==> src/shared/scp_pkg.sv <==
// Shared constants and types for the serial configuration port
package scp_pkg;

   // ------------------------------------------------------------
   // Register addresses and bit positions
   // ------------------------------------------------------------
   localparam logic [11:0] ADDR_CFG_READY = 12'h025;
   localparam logic [11:0] ADDR_SOFT_RESET = 12'h100;
   localparam logic [11:0] ADDR_PDN = 12'h101;
   localparam logic [11:0] ADDR_SYNC_CLR = 12'h102;
   localparam logic [11:0] ADDR_SYNC_STATUS = 12'h140;
   localparam logic [11:0] ADDR_PIN_CFG = 12'h146;
   localparam int READY_BIT = 4;
   localparam int SOFT_RST_BIT = 0;
   localparam int PDN_BIT = 4;
   localparam int SYNC_CLR_BIT = 6;
   localparam int SYNC_DET_BIT = 6;
   localparam int PIN_CFG_W = 5;
   localparam logic [7:0] REG_RESET = 8'h00;

   // Address and implemented-bit mask of each register
   typedef struct packed {
      logic [11:0] addr;
      logic [7:0] mask;
   } reg_ent_t;

   localparam int NREG = 36;
   localparam reg_ent_t REG_MAP [NREG] = '{
      '{ADDR_CFG_READY, 8'h10}, '{ADDR_SOFT_RESET, 8'h01},
      '{ADDR_PDN, 8'h10}, '{ADDR_SYNC_CLR, 8'h40},
      '{12'h104, 8'h03}, '{12'h10A, 8'h07}, '{12'h10B, 8'hFF},
      '{12'h110, 8'hA2}, '{12'h111, 8'hFF}, '{12'h112, 8'hFF},
      '{12'h113, 8'hFE}, '{12'h114, 8'h01}, '{12'h115, 8'h0C},
      '{12'h116, 8'hC7}, '{12'h117, 8'hFF}, '{12'h118, 8'hFF},
      '{12'h119, 8'hFF}, '{12'h11A, 8'hFF}, '{12'h11B, 8'hFF},
      '{12'h11C, 8'hFF}, '{12'h11D, 8'hFF}, '{12'h11E, 8'hFF},
      '{12'h132, 8'h80}, '{ADDR_SYNC_STATUS, 8'h40},
      '{ADDR_PIN_CFG, 8'h1F}, '{12'h14A, 8'h17},
      '{12'h14B, 8'hFF}, '{12'h14C, 8'hFF}, '{12'h14D, 8'h0F},
      '{12'h15B, 8'hFF}, '{12'h15C, 8'hFF}, '{12'h160, 8'h03},
      '{12'h161, 8'hFF}, '{12'h162, 8'hDF}, '{12'h163, 8'hFF},
      '{12'h164, 8'hF9}
   };

   // ------------------------------------------------------------
   // Serial frame layout
   // ------------------------------------------------------------
   localparam int ADDR_BITS = 16;
   localparam int DATA_BITS = 8;
   localparam int FRAME_BITS = 24;
   localparam int RW_BIT = 15;

   // ------------------------------------------------------------
   // Pin function codes
   // ------------------------------------------------------------
   localparam logic [4:0] CFG_DEFAULT = 5'h00;
   localparam logic [4:0] CFG_TSTAMP1 = 5'h01;
   localparam logic [4:0] CFG_VREF1 = 5'h02;
   localparam logic [4:0] CFG_PDN1 = 5'h03;
   localparam logic [4:0] CFG_NCO1 = 5'h04;
   localparam logic [4:0] CFG_OVR1 = 5'h05;
   localparam logic [4:0] CFG_PDN0_A = 5'h0A;
   localparam logic [4:0] CFG_PDN0_B = 5'h0B;
   localparam logic [4:0] CFG_VREF0 = 5'h0C;
   localparam logic [4:0] CFG_NCO0 = 5'h0D;
   localparam logic [4:0] CFG_TSTAMP0 = 5'h0E;
   localparam logic [4:0] CFG_OVR0 = 5'h0F;

   typedef enum logic [2:0] {
      FN_NONE, FN_SYNC, FN_TSTAMP, FN_VREF, FN_NCO, FN_PDN, FN_OVR
   } pin_func_t;

   typedef struct packed {
      pin_func_t fn1;
      pin_func_t fn0;
   } pin_map_t;

   typedef struct packed {
      logic out;
      logic oe_n;
   } gpin_t;

   // ------------------------------------------------------------
   // Timing
   // ------------------------------------------------------------
   localparam int CLK_MHZ = 100;
   localparam int WAKE_TIME_US = 3000;
   localparam int WAKE_CYCLES = WAKE_TIME_US * CLK_MHZ;

endpackage

==> src/hw/pin_function_decode.sv <==
// Decoder from pin function code to the role of each general pin
`timescale 1ns/1ps
`default_nettype none

module pin_function_decode
   import scp_pkg::*;
(
   input wire logic [PIN_CFG_W-1:0] cfg,
   output pin_map_t map
);

   // Code to role of both pins
   always_comb begin
      map.fn0 = FN_SYNC;
      map.fn1 = FN_NONE;
      case (cfg)
         CFG_DEFAULT: begin
            map.fn0 = FN_SYNC;
         end
         CFG_TSTAMP1: map.fn1 = FN_TSTAMP;
         CFG_VREF1: map.fn1 = FN_VREF;
         CFG_PDN1: map.fn1 = FN_PDN;
         CFG_NCO1: map.fn1 = FN_NCO;
         CFG_OVR1: map.fn1 = FN_OVR;
         CFG_PDN0_A: map.fn0 = FN_PDN;
         CFG_PDN0_B: begin
            map.fn0 = FN_PDN;
            map.fn1 = FN_OVR;
         end
         CFG_VREF0: map.fn0 = FN_VREF;
         CFG_NCO0: map.fn0 = FN_NCO;
         CFG_TSTAMP0: map.fn0 = FN_TSTAMP;
         CFG_OVR0: begin
            map.fn0 = FN_OVR;
            map.fn1 = FN_SYNC;
         end
         default: begin
            map.fn0 = FN_SYNC;
            map.fn1 = FN_NONE;
         end
      endcase
   end

endmodule

`default_nettype wire

==> src/hw/serial_config_port_regs.sv <==
// Serial configuration port, register bank and general pin control
//
// What this block does
// - Code 00011 pin one, 01010/01011 pin zero powerdown
// - Powerdown acts only with sampling clock running
// - Reset: pin zero sync input, pin one idle
// - Pin roles come from register 0x146
// - Works in defaults without any serial access
// - Pins may drive powerdown and reference select
// - One shared five-bit code sets the roles of both pins together
// - Low twelve address bits pick the register
// - Write byte sampled on shift clock rising edges
// - Read flag set blocks register writes
// - Read byte driven out on falling edges
// - Twelve-bit addresses, byte registers, unused bits zero
// - Powerdown by write or pin, long wake
`timescale 1ns/1ps
`default_nettype none

module serial_config_port_regs
   import scp_pkg::*;
#(
   parameter int WAKE_CYCLES_P = WAKE_CYCLES
)
(
   input wire logic clock,
   input wire logic rst,
   input wire logic serial_frame_select_n,
   input wire logic serial_clock,
   input wire logic serial_data_line_in,
   output logic serial_data_line_out,
   output logic serial_data_line_oe_n,
   input wire logic general_pin_zero_in,
   output gpin_t general_pin_zero_drv,
   input wire logic general_pin_one_in,
   output gpin_t general_pin_one_drv,
   input wire logic sampling_clock_running,
   input wire logic overrange_flag,
   output logic global_powerdown,
   output logic wake_busy,
   output logic sync_reference_pulse,
   output logic timestamp_pulse,
   output logic ext_vref_select,
   output logic nco_switch,
   output logic config_ready
);

   // Refuse a wake time the timer cannot count
   if (WAKE_CYCLES_P < 1) begin
      $error("WAKE_CYCLES_P must be at least one");
   end

   localparam int WW = $clog2(WAKE_CYCLES_P + 1);

   // ------------------------------------------------------------
   // Helpers
   // ------------------------------------------------------------

   // Table index of an address, minus one when unmapped
   function automatic int find_idx(input logic [11:0] a);
      find_idx = -1;
      for (int i = 0; i < NREG; i++) begin
         if (REG_MAP[i].addr == a) begin
            find_idx = i;
         end
      end
   endfunction

   // Registers whose content the hardware owns
   function automatic logic is_special(input logic [11:0] a);
      is_special = (a == ADDR_CFG_READY) || (a == ADDR_SOFT_RESET)
         || (a == ADDR_SYNC_CLR) || (a == ADDR_SYNC_STATUS);
   endfunction

   // Level of whichever pin carries a given role
   function automatic logic pin_level(input pin_map_t m,
                                      input logic [1:0] g,
                                      input pin_func_t f);
      pin_level = ((m.fn0 == f) && g[0]) || ((m.fn1 == f) && g[1]);
   endfunction

   localparam int PIN_IDX = find_idx(ADDR_PIN_CFG);
   localparam int PDN_IDX = find_idx(ADDR_PDN);

   // ------------------------------------------------------------
   // Input synchronisers
   // ------------------------------------------------------------
   logic [5:0] sync1_q;
   logic [5:0] sync2_q;
   logic sclk_prev_q;
   logic [1:0] gp_prev_q;

   // Two flops on every pin from outside this clock
   always_ff @(posedge clock or posedge rst) begin
      if (rst) begin
         sync1_q <= 6'h01;
         sync2_q <= 6'h01;
      end else begin
         sync1_q <= {sampling_clock_running, general_pin_one_in,
                     general_pin_zero_in, serial_data_line_in,
                     serial_clock, serial_frame_select_n};
         sync2_q <= sync1_q;
      end
   end

   logic sen_n;
   logic sclk_s;
   logic sdi_s;
   logic [1:0] gp_s;
   logic clk_run_s;

   assign sen_n = sync2_q[0];
   assign sclk_s = sync2_q[1];
   assign sdi_s = sync2_q[2];
   assign gp_s = sync2_q[4:3];
   assign clk_run_s = sync2_q[5];

   // Previous levels for edge detection
   always_ff @(posedge clock or posedge rst) begin
      if (rst) begin
         sclk_prev_q <= 1'b0;
         gp_prev_q <= 2'h0;
      end else begin
         sclk_prev_q <= sclk_s;
         gp_prev_q <= gp_s;
      end
   end

   logic sclk_rise;
   logic sclk_fall;

   // Shift clock edges count only inside a frame
   assign sclk_rise = !sen_n && sclk_s && !sclk_prev_q;
   assign sclk_fall = !sen_n && !sclk_s && sclk_prev_q;

   // ------------------------------------------------------------
   // Serial frame receiver
   // ------------------------------------------------------------
   logic [4:0] bit_cnt_q;
   logic [22:0] shift_q;
   logic [15:0] addr_q;
   logic rd_flag_q;
   logic addr_done;
   logic [15:0] addr_word;
   logic [7:0] wdata;

   // Address word completes on the sixteenth rising edge
   assign addr_done = sclk_rise && (bit_cnt_q == 5'(ADDR_BITS - 1));
   assign addr_word = {shift_q[14:0], sdi_s};
   assign wdata = {shift_q[6:0], sdi_s};

   // Bit counter and shift register
   always_ff @(posedge clock or posedge rst) begin
      if (rst) begin
         bit_cnt_q <= 5'h00;
         shift_q <= 23'h000000;
      end else if (sen_n) begin
         bit_cnt_q <= 5'h00;
      end else if (sclk_rise) begin
         shift_q <= {shift_q[21:0], sdi_s};
         if (bit_cnt_q != 5'(FRAME_BITS)) begin
            bit_cnt_q <= bit_cnt_q + 5'h01;
         end
      end
   end

   // Address word and read flag, held to frame end
   always_ff @(posedge clock or posedge rst) begin
      if (rst) begin
         addr_q <= 16'h0000;
         rd_flag_q <= 1'b0;
      end else if (sen_n) begin
         rd_flag_q <= 1'b0;
      end else if (addr_done) begin
         addr_q <= addr_word;
         rd_flag_q <= addr_word[RW_BIT];
      end
   end

   logic wr_fire;
   logic [11:0] wr_addr;
   int wr_idx;

   // Write on the last data bit of a valid write frame
   assign wr_addr = addr_q[11:0];
   assign wr_idx = find_idx(wr_addr);
   assign wr_fire = sclk_rise && !rd_flag_q
      && (bit_cnt_q == 5'(FRAME_BITS - 1))
      && (addr_q[14:12] == 3'h0);

   // ------------------------------------------------------------
   // Register bank
   // ------------------------------------------------------------
   logic [7:0] regs_q [NREG];
   logic soft_rst_q;
   logic sync_clr;

   // Self-clearing soft reset request
   always_ff @(posedge clock or posedge rst) begin
      if (rst) begin
         soft_rst_q <= 1'b0;
      end else begin
         soft_rst_q <= wr_fire && (wr_addr == ADDR_SOFT_RESET)
            && wdata[SOFT_RST_BIT];
      end
   end

   // Stored registers; defaults hold until written
   always_ff @(posedge clock or posedge rst) begin
      if (rst) begin
         for (int i = 0; i < NREG; i++) begin
            regs_q[i] <= REG_RESET;
         end
      end else if (soft_rst_q) begin
         for (int i = 0; i < NREG; i++) begin
            regs_q[i] <= REG_RESET;
         end
      end else if (wr_fire && (wr_idx >= 0)
                   && !is_special(wr_addr)) begin
         regs_q[wr_idx] <= wdata & REG_MAP[wr_idx].mask;
      end
   end

   // Ready once out of any reset
   always_ff @(posedge clock or posedge rst) begin
      if (rst) begin
         config_ready <= 1'b0;
      end else begin
         config_ready <= !soft_rst_q;
      end
   end

   // ------------------------------------------------------------
   // General pin roles
   // ------------------------------------------------------------
   pin_map_t pin_map;
   logic [PIN_CFG_W-1:0] pin_cfg;

   assign pin_cfg = regs_q[PIN_IDX][PIN_CFG_W-1:0];

   pin_function_decode u_decode (
      .cfg(pin_cfg),
      .map(pin_map)
   );

   logic [1:0] gp_rise;
   logic sync_det_q;

   assign gp_rise = gp_s & ~gp_prev_q;
   assign sync_clr = wr_fire && (wr_addr == ADDR_SYNC_CLR)
      && wdata[SYNC_CLR_BIT];

   // Sticky sync detect; a new edge beats the clear
   always_ff @(posedge clock or posedge rst) begin
      if (rst) begin
         sync_det_q <= 1'b0;
      end else if (pin_level(pin_map, gp_rise, FN_SYNC)) begin
         sync_det_q <= 1'b1;
      end else if (sync_clr || soft_rst_q) begin
         sync_det_q <= 1'b0;
      end
   end

   // Input roles of the pins
   always_ff @(posedge clock or posedge rst) begin
      if (rst) begin
         sync_reference_pulse <= 1'b0;
         timestamp_pulse <= 1'b0;
         ext_vref_select <= 1'b0;
         nco_switch <= 1'b0;
      end else begin
         sync_reference_pulse <= pin_level(pin_map, gp_rise,
                                           FN_SYNC);
         timestamp_pulse <= pin_level(pin_map, gp_rise, FN_TSTAMP);
         ext_vref_select <= pin_level(pin_map, gp_s, FN_VREF);
         nco_switch <= pin_level(pin_map, gp_s, FN_NCO);
      end
   end

   // Overrange output role drives the pin
   always_ff @(posedge clock or posedge rst) begin
      if (rst) begin
         general_pin_zero_drv <= '{out: 1'b0, oe_n: 1'b1};
         general_pin_one_drv <= '{out: 1'b0, oe_n: 1'b1};
      end else begin
         general_pin_zero_drv.out <= overrange_flag;
         general_pin_zero_drv.oe_n <= pin_map.fn0 != FN_OVR;
         general_pin_one_drv.out <= overrange_flag;
         general_pin_one_drv.oe_n <= pin_map.fn1 != FN_OVR;
      end
   end

   // ------------------------------------------------------------
   // Global powerdown and wake timer
   // ------------------------------------------------------------
   logic pdn_req;
   logic [WW-1:0] wake_cnt_q;

   assign pdn_req = regs_q[PDN_IDX][PDN_BIT]
      || pin_level(pin_map, gp_s, FN_PDN);

   // Request follows only while sampling clock runs
   always_ff @(posedge clock or posedge rst) begin
      if (rst) begin
         global_powerdown <= 1'b0;
      end else if (clk_run_s) begin
         global_powerdown <= pdn_req;
      end
   end

   // Wake timer after powerdown ends
   always_ff @(posedge clock or posedge rst) begin
      if (rst) begin
         wake_cnt_q <= '0;
      end else if (global_powerdown) begin
         wake_cnt_q <= WW'(WAKE_CYCLES_P);
      end else if (wake_cnt_q != '0) begin
         wake_cnt_q <= wake_cnt_q - WW'(1);
      end
   end

   assign wake_busy = global_powerdown || (wake_cnt_q != '0);

   // ------------------------------------------------------------
   // Read-back transmitter
   // ------------------------------------------------------------
   logic [7:0] rd_value;
   logic [7:0] tx_q;
   logic [3:0] tx_left_q;
   int rd_idx;

   assign rd_idx = find_idx(addr_word[11:0]);

   // Selected register, unused bits zero
   always_comb begin
      rd_value = 8'h00;
      if (addr_word[11:0] == ADDR_CFG_READY) begin
         rd_value[READY_BIT] = config_ready;
      end else if (addr_word[11:0] == ADDR_SYNC_STATUS) begin
         rd_value[SYNC_DET_BIT] = sync_det_q;
      end else if (rd_idx >= 0) begin
         rd_value = regs_q[rd_idx] & REG_MAP[rd_idx].mask;
      end
   end

   // Shift out on falling edges, release at frame end
   always_ff @(posedge clock or posedge rst) begin
      if (rst) begin
         tx_q <= 8'h00;
         tx_left_q <= 4'h0;
         serial_data_line_out <= 1'b0;
         serial_data_line_oe_n <= 1'b1;
      end else if (sen_n) begin
         tx_left_q <= 4'h0;
         serial_data_line_oe_n <= 1'b1;
      end else if (addr_done && addr_word[RW_BIT]) begin
         tx_q <= rd_value;
         tx_left_q <= 4'(DATA_BITS);
      end else if (sclk_fall && (tx_left_q != 4'h0)) begin
         serial_data_line_out <= tx_q[7];
         serial_data_line_oe_n <= 1'b0;
         tx_q <= {tx_q[6:0], 1'b0};
         tx_left_q <= tx_left_q - 4'h1;
      end
   end
endmodule

`default_nettype wire

==> config.mk <==
export PLATFORM = sky130hd
export DESIGN_NAME = serial_config_port_regs
export DESIGN_NICKNAME = d
export VERILOG_FILES = /design/src/shared/scp_pkg.sv /design/src/hw/pin_function_decode.sv /design/src/hw/serial_config_port_regs.sv
export SDC_FILE = /design/constraint.sdc
export NUM_CORES = 1
export LEC_CHECK = 0
export BUFFER_PORTS_ARGS = -buffer_cell sky130_fd_sc_hd__buf_2
export CAP_MARGIN = 20
export CELL_PAD_IN_SITES_DETAIL_PLACEMENT = 0
export CELL_PAD_IN_SITES_GLOBAL_PLACEMENT = 2
export CORE_MARGIN = 1
export CORE_UTILIZATION = 45
export CTS_CLUSTER_SIZE = 12
export DETAILED_ROUTE_END_ITERATION = 8
export GPL_TIMING_DRIVEN = 0
export MAX_ROUTING_LAYER = met4
export PLACE_DENSITY_LB_ADDON = 0.1
export REMOVE_ABC_BUFFERS = 1
export SYNTH_ARGS = -nofsm -noshare
export SYNTH_HDL_FRONTEND = slang
export SYNTH_SLANG_ARGS = --single-unit
==> constraint.sdc <==
create_clock -name clock -period 21.9 [get_ports clock]
set_input_delay 4.38 -clock clock [delete_from_list [all_inputs] [get_ports clock]]
set_output_delay 4.38 -clock clock [all_outputs]
set_load 0.01 [all_outputs]
## After elaboration in Yosys (flattened, before gate mapping)

Memory sizes are Yosys's and may differ from the RTL's.
Cells that the tools add are included.

- Memories: 2
- Output and inout bits: 13
- Input bits: 9
- Memory bits (read-only): 2560
- Register bits after elaboration: 383
- Logic and storage cells: 357

- Multiplexer cells: 110
- Add/subtract/negate cells: 3
- Eq/ne operators: 105
- Reductions and logical operators: 64
- Bitwise logic cells: 8
- $lt $le $gt $ge: 5

Memories:

| memory | words | bits a word | read ports | clocked after memory_dff | wr ports | RTL line | text |
|---|---|---|---|---|---|---|---|
| (no name shown) | 64 | 20 | 1 | 0 | 0 | serial_config_port_regs.sv:342 | `rd_value = regs_q[rd_idx] & REG_MAP[rd_idx].mask;` |
| (no name shown) | 64 | 20 | 1 | 0 | 0 | serial_config_port_regs.sv:220 | `regs_q[wr_idx] <= wdata & REG_MAP[wr_idx].mask;` |

Operator list:

| cell | number |
|---|---|
| 32-bit two-way mux | 72 |
| 9-bit by 12-bit equality test with 1-bit output (first input constant) | 70 |
| 288-bit two-way mux | 2 |
| 288-bit bitwise mux | 1 |
| 8-bit two-way mux | 10 |
| 32-bit by 1-bit >= comparator with 1-bit output (second input constant) | 2 |
| 32-bit by 7-bit >= comparator with 1-bit output (second input constant) | 2 |
| 32-bit NOT | 2 |
| 8-bit binary-select mux with 6-bit select | 1 |
| 8-bit demux with 6-bit select | 1 |
| 12-bit by 9-bit equality test with 1-bit output (second input constant) | 4 |
| 19-bit two-way mux | 2 |
| 5-bit by 4-bit equality test with 1-bit output (second input constant) | 7 |
| 32-bit by 1-bit < comparator with 1-bit output (second input constant) | 1 |
| 1-bit logical AND | 27 |
| 12-bit by 6-bit equality test with 1-bit output (second input constant) | 2 |
| 6-bit by 12-bit equality test with 1-bit output (first input constant) | 2 |
| 19-bit nonzero test | 1 |
| 19-bit by 1-bit subtractor with 19-bit output (second input constant) | 1 |
| 3-bit one-hot mux with 6 select lines | 1 |
| 8-bit AND | 2 |
| 4-bit two-way mux | 4 |
| 2-bit nonzero test | 8 |
| 5-bit two-way mux | 3 |
| other kinds (27) | 67 |

## Logic depth before layout (Yosys ltp)

Gate-level depths: netlist of run 1.

- Word-level depth: 46
- Depth in mapped cells: 18
- Gate-level depth less buffers: 12

## Cells and area by module

From an unflattened synthesis of run 1, not the netlist that was laid out.

- Cell total of the unflattened synthesis: 2107
- Area total of the unflattened synthesis: 19058.3 um2

By module, submodules not included:

| module | cells each | instances | seq. area each (um2) | area an instance (um2) |
|---|---|---|---|---|
| serial_config_port_regs | 2089 | 1 | 9090.0 | 18931.9 |
| pin_function_decode | 18 | 1 | 0.0 | 126.4 |

## Worst setup path before layout of run 1

Ideal clock, no wire load.

- Kind: register -> output
- Start point: register wake_cnt_q[7]
- End point: output wake_busy
- Buffers on the path: 0
- Data arrival time: 1946 ps
- Stages on the path, launching flop included: 5
- Setup slack: 15574 ps
- Required time: 17520 ps
- Cells stage by stage: dfrtp_1 -> or4_1 -> nor4_1 -> nand4_1 -> or3_1

- Cells in the longest elaborated chain, start to end: 2

RTL lines:

| item | RTL line | text |
|---|---|---|
| from (decl) | serial_config_port_regs.sv:297 | `logic [WW-1:0] wake_cnt_q;` |
| from (signal assigned) | serial_config_port_regs.sv:316 | `wake_cnt_q <= WW'(WAKE_CYCLES_P);` |
| from (signal assigned) | serial_config_port_regs.sv:318 | `wake_cnt_q <= wake_cnt_q - WW'(1);` |
| 19-bit nonzero test | serial_config_port_regs.sv:322 | `assign wake_busy = global_powerdown \|\| (wake_cnt_q != '0);` |
| 1-bit logical OR | serial_config_port_regs.sv:322 |  |
| to (decl) | serial_config_port_regs.sv:40 | `output logic wake_busy,` |

No other way between the ends.

## Final worst setup path of run 1

Same ends and word-level chain as after synthesis.

==> metrics.yaml, run 1 <==
switching_share_pct: 29.27
pwr-share-clk_pct: 43.0
comb_power_share_pct: 14.8
gp_congestion: 0.9460
status: "completed"
h-tree-depth: 2
num_vias: 15285
fp-row-count: 74
ys_types: 95
leakagePower_nw: 8.851
avgSynthCellArea_um2: 9.751
max_freq_ghz: 0.1357
setup_violations: 0
r2r-start: "addr_q[0]$_DFFE_PP0P_"
yosysTopAreaCellShare_pct: 47.12
die_h_um: 205.8
fin_ws_ns: 14.53
worstHoldPathType: "reg2reg"
hold_viol: 0
grt_start_max_net_pins: 123
area_growth_pct: 11.35
wl_per_cell_um: 26.32
rsz0062_at_grt: "false"
die_area_mm2: 0.04236
relSlewSlack_pct: 23.17
cts_tree: "done"
critPathKind: "reg2out"
clk_pin_slew_ns: 0.06
io_buffers: 21
fin_tns_setup_ns: 0
antenna_found_initial: 1
start_util_pct: 45.68
hp-start: "sync1_q[3]$_DFF_PP0_"
layout_min_cycle_time_ns: 7.368
min_to: "sync2_q[3]$_DFF_PP0_"
worstPathMaxFanout: 5
yosysSeqAreaShare_pct: 47.82
irDropWorstVdd_mv: 0.07996
r2r_cells: 12
fp.dieW_um: 205.8
p_int_mw: 1.202
r2r_setup_slack_ns: 16.23
clkLatencyLatePin_ns: 0.58
ys.flop_type: "dfrtp_1"
vias_per_cell: 6.264
fin_nets: 1905
dp_slack_ns: 15.14
dpl.hpwl_mm: 44.16
cts_setup_buffers: 0
whs_ns: 0.3465
rr_endpoint: "regs_q[222]$_DFFE_PP0P_"
grt_pass1_wl_mm: 97.03
grt_overflow: 0
ys_ff_latch: 357
tightestPinTransition_ns: 1.140
max_stage_delay_ns: 0.62
cts_hold_buf: 0
grt_pass1_vias: 14550
drt_pre_antenna_iters: 6
path_cells: "or4_1 > nor4_1 > nand4_1 > or3_1 > buf_2"
synth_top_area_cell: "dfrtp_1"
synth_area_mm2: 0.01869
power.density_mw_per_mm2: 81.65
power_frac_seq_pct: 42.2
end_kind: "output port"
skew_ns: 0.01879
cp.required_ns: 17.52
cts_buffer_depth: 3
synth_cells: 1917
holdPathStages: 0
synth_area_leaders: "dfrtp_1 47%, nand2_1 6.0%, mux2i_1 5.0%, a22o_1 4.3%, o21ai_0 3.8%"
async_flop_share_pct: 100.0
drive_above_1_share_pct: 11.75
cp_slowest_cell: "nor4_1"
fin_crit_sh_pct: 33.64
drc: 0
drv_cap: 0
maxSlewViolCount: 0
fillerInstances: 3818
cts_sinks: 357
ant_nets: 0
crit_arrival_ns: 2.99
synth_edf_count: 0
cts-root-buf: "clkbuf_16"
cts.repair.resized: 0
io_pins: 22
coreArea_mm2: 0.04092
ys_warn_count: 0
totalWireLength_mm: 64.21
track_usage_pct: 31.94
drtIter0Drc: 1750
power.switching_mw: 0.4973
start_kind: "flip-flop"
numCtsBuffers: 42
==> registers in the layout, summed over array words and instances, names as in the netlist, 2 cells and up <==
register and count:
addr_q 15, bit_cnt_q 5, general_pin_one_drv 2, gp_prev_q 2, pin_cfg 5, regs_q 257
shift_q 15, sync1_q 6, sync2_q 6, tx_left_q 4, tx_q 8, wake_cnt_q 19
==> power by group through the flow <==
stage          sequential (mW)  clock, mW  combinational [mW]
3_3_place_gp             0.728          0               0.229
4_1_cts                  0.717      0.746               0.249
5_1_grt                  0.721      0.773               0.266
6_report                 0.717      0.731               0.251
2_1_floorplan            0.709          0               0.147
3_5_place_dp             0.729          0               0.249
==> cell usage in the layout, fill, tap and decap left out, types with 7 or more instances in the layout <==
cell type,count
or3_1,15
mux2i_1,93
a21oi_1,65
a31oi_1,16
and3_1,21
nor3_1,36
nand2b_1,20
nand3_1,100
nor4b_1,10
clkbuf_8,10
clkbuf_16,43
nand4_1,27
xnor2_1,17
o21ai_0,143
or4_1,14
o21ai_1,22
a311oi_1,7
dfrtp_1,351
o31ai_1,11
nand2_1,300
nor2_1,77
a211oi_1,11
nor4_1,18
and2_1,23
a22o_1,91
buf_16,11
mux2_2,47
inv_1,20
buf_2,24
nor2b_1,31
clkbuf_1,9
ha_1,19
nand3b_1,7
==> routing by layer <==
layer	up-vias	track usage, %	part of all wire, %	wire length (µm)
met1	7734	45.62	46	29840
met2	500	45.68	44	28360
met4	0	11.03	3.3	2148
met3	110	5.226	6.0	3857
li1	6941	-	-	-
met5	-	-	0	0
==> synthesized netlist by cell type (15+ instances only) <==
cell type / n
nor2b_1: 31
or3_1: 15
a21oi_1: 65
nand4_1: 27
and3_1: 23
clkbuf_1: 52
nor2_1: 77
xnor2_1: 17
nor3_1: 36
a22o_1: 91
o21ai_0: 143
nand2b_1: 20
inv_1: 21
dfrtp_1: 352
mux2i_1: 93
nor4_1: 19
a31oi_1: 16
and2_1: 24
ha_1: 19
mux2_2: 47
buf_2: 48
nand3_1: 100
nand2_1: 300
o21ai_1: 22
==> worst max-delay path by stage <==
stage                                          from                       to  slack, ns  cells past startpoint
after global routing      wake_cnt_q[7]$_DFFE_PP0P_                wake_busy      14.31                      5
final                     wake_cnt_q[7]$_DFFE_PP0P_                wake_busy      14.53                      5
after floorplan                                 rst    addr_q[0]$_DFFE_PP0P_       7.62                      1
after detailed placement  wake_cnt_q[7]$_DFFE_PP0P_                wake_busy      15.14                      5
after CTS                 wake_cnt_q[7]$_DFFE_PP0P_                wake_busy      14.51                      5
after global placement                          rst  regs_q[176]$_DFFE_PP0P_       3.33                      2
==> critical path, delay by kind of cell, from the launching register on <==
family        cells  cell delay, ns
buf+inv           1            0.14
flops             1            0.39
simple gates      4            1.87
==> through the flow <==
step | cell area, µm² | utilization, % | power [mW] | instances
2_1_floorplan | 17980 | - | 0.8567 | 1782
3_3_place_gp | 18750 | 45.81 | 0.9573 | 2335
3_5_place_dp | 19340 | 47.26 | 0.9772 | 2362
4_1_cts | 20770 | 50.76 | 1.712 | 2436
5_1_grt | 20810 | 50.86 | 1.760 | 2440
6_report | 20810 | 50.86 | 1.699 | 2440
==> kinds of logic (layout without fill, tap and decap cells) <==
kind of cell,after synthesis,count (layout),synth area share (%)
xor gates and xnor gates,23,23,1.078
DFF,357,357,47.82
muxes,143,143,7.992
AOI/OAI and AO/OA,457,457,16.68
buffers and inverters,159,149,4.331
other,0,1,0
and+or+nand+nor,759,759,20.82
adders and majority gates,19,19,1.272
==> final cells by class <==
type | instances | area (µm²) | area share, %
Antenna cell | 1 | 2.502 | 0.01202
Timing Repair Buffer | 51 | 634.4 | 3.048
Clock buffer | 62 | 1247 | 5.993
Multi-Input combinational cell | 1401 | 9039 | 43.43
Sequential cell | 357 | 8941 | 42.96
Inverter | 24 | 102.6 | 0.4929
Clock inverter | 12 | 181.4 | 0.8717
Tap cell | 532 | 665.6 | 3.198
(Power assumes the default switching activity.)
==> run 2, diff against run 1 <==
--- a/config.mk
+++ b/config.mk
@@ -10,7 +10,7 @@
 export CELL_PAD_IN_SITES_DETAIL_PLACEMENT = 0
 export CELL_PAD_IN_SITES_GLOBAL_PLACEMENT = 2
 export CORE_MARGIN = 1
-export CORE_UTILIZATION = 45
+export CORE_UTILIZATION = 38
 export CTS_CLUSTER_SIZE = 12
 export DETAILED_ROUTE_END_ITERATION = 8
 export GPL_TIMING_DRIVEN = 0
==> constraint.sdc (replaced) <==
create_clock -name clock -period 6.25 [get_ports clock]
set_input_delay 1.25 -clock clock [delete_from_list [all_inputs] [get_ports clock]]
set_output_delay 1.25 -clock clock [all_outputs]
set_load 0.01 [all_outputs]
==> run 2 against run 1 <==
Against the previous run: hold slack better by 0.0010 ns; critical endpoint is now regs_q[197]$_DFFE_PP0P_; clock skew up 0.013 ns; largest cell class unchanged; non-clock buffer count up 2; critical path type is now reg2reg.
==> metrics.yaml, run 2 (synthesis results as in run 1) <==
largestRegisters: "regs_q: 257 flops, wake_cnt_q: 19 flops"
clk_pin_slew_ns: 0.06  # about the same
dpl.hpwl_mm: 46.02  # +4.2%
grt_pass1_vias: 14937  # +2.7%
io_buffers: 21  # unchanged
clkLatencyLatePin_ns: 0.59  # about the same
drt_pre_antenna_iters: 5  # -1
place_area_mm2: 0.01957  # +1.2%
relSlewSlack_pct: 21.39  # -1.8 points
layout.cells.most_common_list: "351 x dfrtp_1, 300 x nand2_1, 143 x o21ai_0, 100 x nand3_1, 93 x mux2i_1"
holdPathStages: 0  # unchanged
max_freq_ghz: 0.1721
p_int_mw: 4.318  # +260%
start_util_pct: 38.83  # -6.9 points
power.switching_mw: 1.778  # +260%
pwr-share-clk_pct: 44.6  # +1.6 points
final_design_area_no_fill_mm2: 0.02111  # +1.4%
drive_above_1_share_pct: 12.17  # +0.42 points
regMostFlops: "regs_q"
io_pins: 22  # unchanged
cts_hold_buf: 0  # unchanged
power_frac_seq_pct: 41.1  # -1.1 points
status: "completed"
fillerInstances: 4712  # +23%
fp-row-count: 80  # +8.1%
setup_violations: 0  # unchanged
cp.required_ns: 6.64  # -10.88 ns
die_area_mm2: 0.05008  # +18%
grt_overflow: 0  # unchanged
fin_crit_sh_pct: 92.99
numCtsBuffers: 44  # +4.8%
cts_buffer_depth: 3  # unchanged
drtIter0Drc: 1326  # -24%
placed_cells: 2491  # +5.5%
cts_tree: "done"
maxSlewViolCount: 0  # unchanged
fin_ws_ns: 0.4380  # -14.09 ns
r2r_setup_slack_ns: 0.44  # -15.79 ns
comb_power_share_pct: 14.2  # -0.6 points
gp_congestion: 0.9283  # -1.9%
end_kind: "flip-flop"
cts-root-buf: "clkbuf_16"
cts_setup_buffers: 0  # unchanged
ant_nets: 0  # unchanged
rr_endpoint: "regs_q[197]$_DFFE_PP0P_"
power.density_mw_per_mm2: 288.8  # +250%
start_kind: "flip-flop"
leakagePower_nw: 8.912  # +0.69%
skew_ns: 0.03137  # +0.01258 ns
layout_min_cycle_time_ns: 5.812
wl_per_cell_um: 25.70  # -2.3%
worstPathMaxFanout: 22  # +17
layout_commonest_cell: "dfrtp_1"
hold_viol: 0  # unchanged
largest_reg_flops: 257  # unchanged
rsz0062_at_grt: "false"
antenna_found_initial: 3  # +2
finalPower_mw: 6.096  # +260%
fin_tns_setup_ns: 0  # unchanged
worstHoldPathType: "reg2reg"
fp.dieW_um: 223.8  # +8.7%
num_vias: 15185  # -0.65%
fin_nets: 1909  # +0.21%
crit_path_start: "addr_q[0]$_DFFE_PP0P_"
regArea_mm2: 0.008941  # unchanged
grt_pass1_wl_mm: 101.2  # +4.3%
area_growth_pct: 12.94
crit_arrival_ns: 6.20  # +3.21 ns
drv_cap: 0  # unchanged
critPathKind: "reg2reg"
coreArea_mm2: 0.04815  # +18%
finalNonFillerCells: 2572  # +5.4%
h-tree-depth: 2  # unchanged
dp_slack_ns: 0.5939  # -14.55 ns
drc: 0  # unchanged
die_h_um: 223.8  # +8.7%
cts.repair.resized: 0  # unchanged
r2r-start: "addr_q[0]$_DFFE_PP0P_"
r2r_cells: 11  # -1
switching_share_pct: 29.17  # -0.099 points
track_usage_pct: 27.73  # -4.2 points
grt_start_max_net_pins: 122  # -0.81%
cp-endpoint: "regs_q[197]$_DFFE_PP0P_"
irDropWorstVdd_mv: 0.1905  # +140%
cts_sinks: 357  # unchanged
final_util_pct: 43.85  # -7.0 points
tightestPinTransition_ns: 1.179  # +0.03865 ns
vias_per_cell: 5.904  # -5.8%
whs_ns: 0.3475  # +0.001030 ns
totalWireLength_mm: 66.11  # +3.0%
multi_input_area_mm2: 0.009045  # about the same
-- run 2: worst min-delay path by stage --
stage,end,slack (ns),from
after floorplan,sync2_q[1]$_DFF_PP0_,0.33,sync1_q[1]$_DFF_PP0_
after global placement,sync2_q[2]$_DFF_PP0_,0.33,sync1_q[2]$_DFF_PP0_
after detailed placement,sync2_q[3]$_DFF_PP0_,0.34,sync1_q[3]$_DFF_PP0_
after CTS,sync2_q[3]$_DFF_PP0_,0.35,sync1_q[3]$_DFF_PP0_
after global routing,sync2_q[3]$_DFF_PP0_,0.35,sync1_q[3]$_DFF_PP0_
final,sync2_q[3]$_DFF_PP0_,0.35,sync1_q[3]$_DFF_PP0_
-- run 2: routing by layer --
layer / global-route usage, % / share of wire, % / wire length, µm / vias to the layer above
met5: - / 0 / 0 / -
met4: 7.424 / 2.4 / 1575 / 0
met3: 3.292 / 5.7 / 3765 / 98
met2: 41.78 / 45 / 29830 / 485
met1: 39.43 / 47 / 30940 / 7670
li1: - / - / - / 6932
-- run 2: critical path, stage by stage (launching register included) --
cell and delay [ns]:
dfrtp_1 0.82, nand2b_1 0.70, nor4_2 1.08, nor2_1 0.07
o311ai_0 0.27, or4_1 0.41, inv_2 0.14, ha_1 0.33
o221a_2 0.33, o31ai_1 0.27, a21o_1 0.94, o21ai_0 0.24
-- run 2: cell type report --
type | instances | share of cell area, %
Tap cell | 656 | 3.888
Clock inverter | 18 | 1.256
Timing Repair Buffer | 53 | 3.147
Antenna cell | 1 | 0.01185
Clock buffer | 62 | 6.016
Sequential cell | 357 | 42.35
Multi-Input combinational cell | 1401 | 42.84
Inverter | 24 | 0.4860
-- run 2: power by group through the flow --
stage | Clock (mW) | Sequential (mW) | Combinational (mW)
finish | 2.72 | 2.51 | 0.869
detailed placement | 0 | 2.54 | 0.866
global route | 2.86 | 2.52 | 0.928
global placement | 0 | 2.55 | 0.817
floorplan | 0 | 2.49 | 0.516
CTS | 2.77 | 2.50 | 0.868
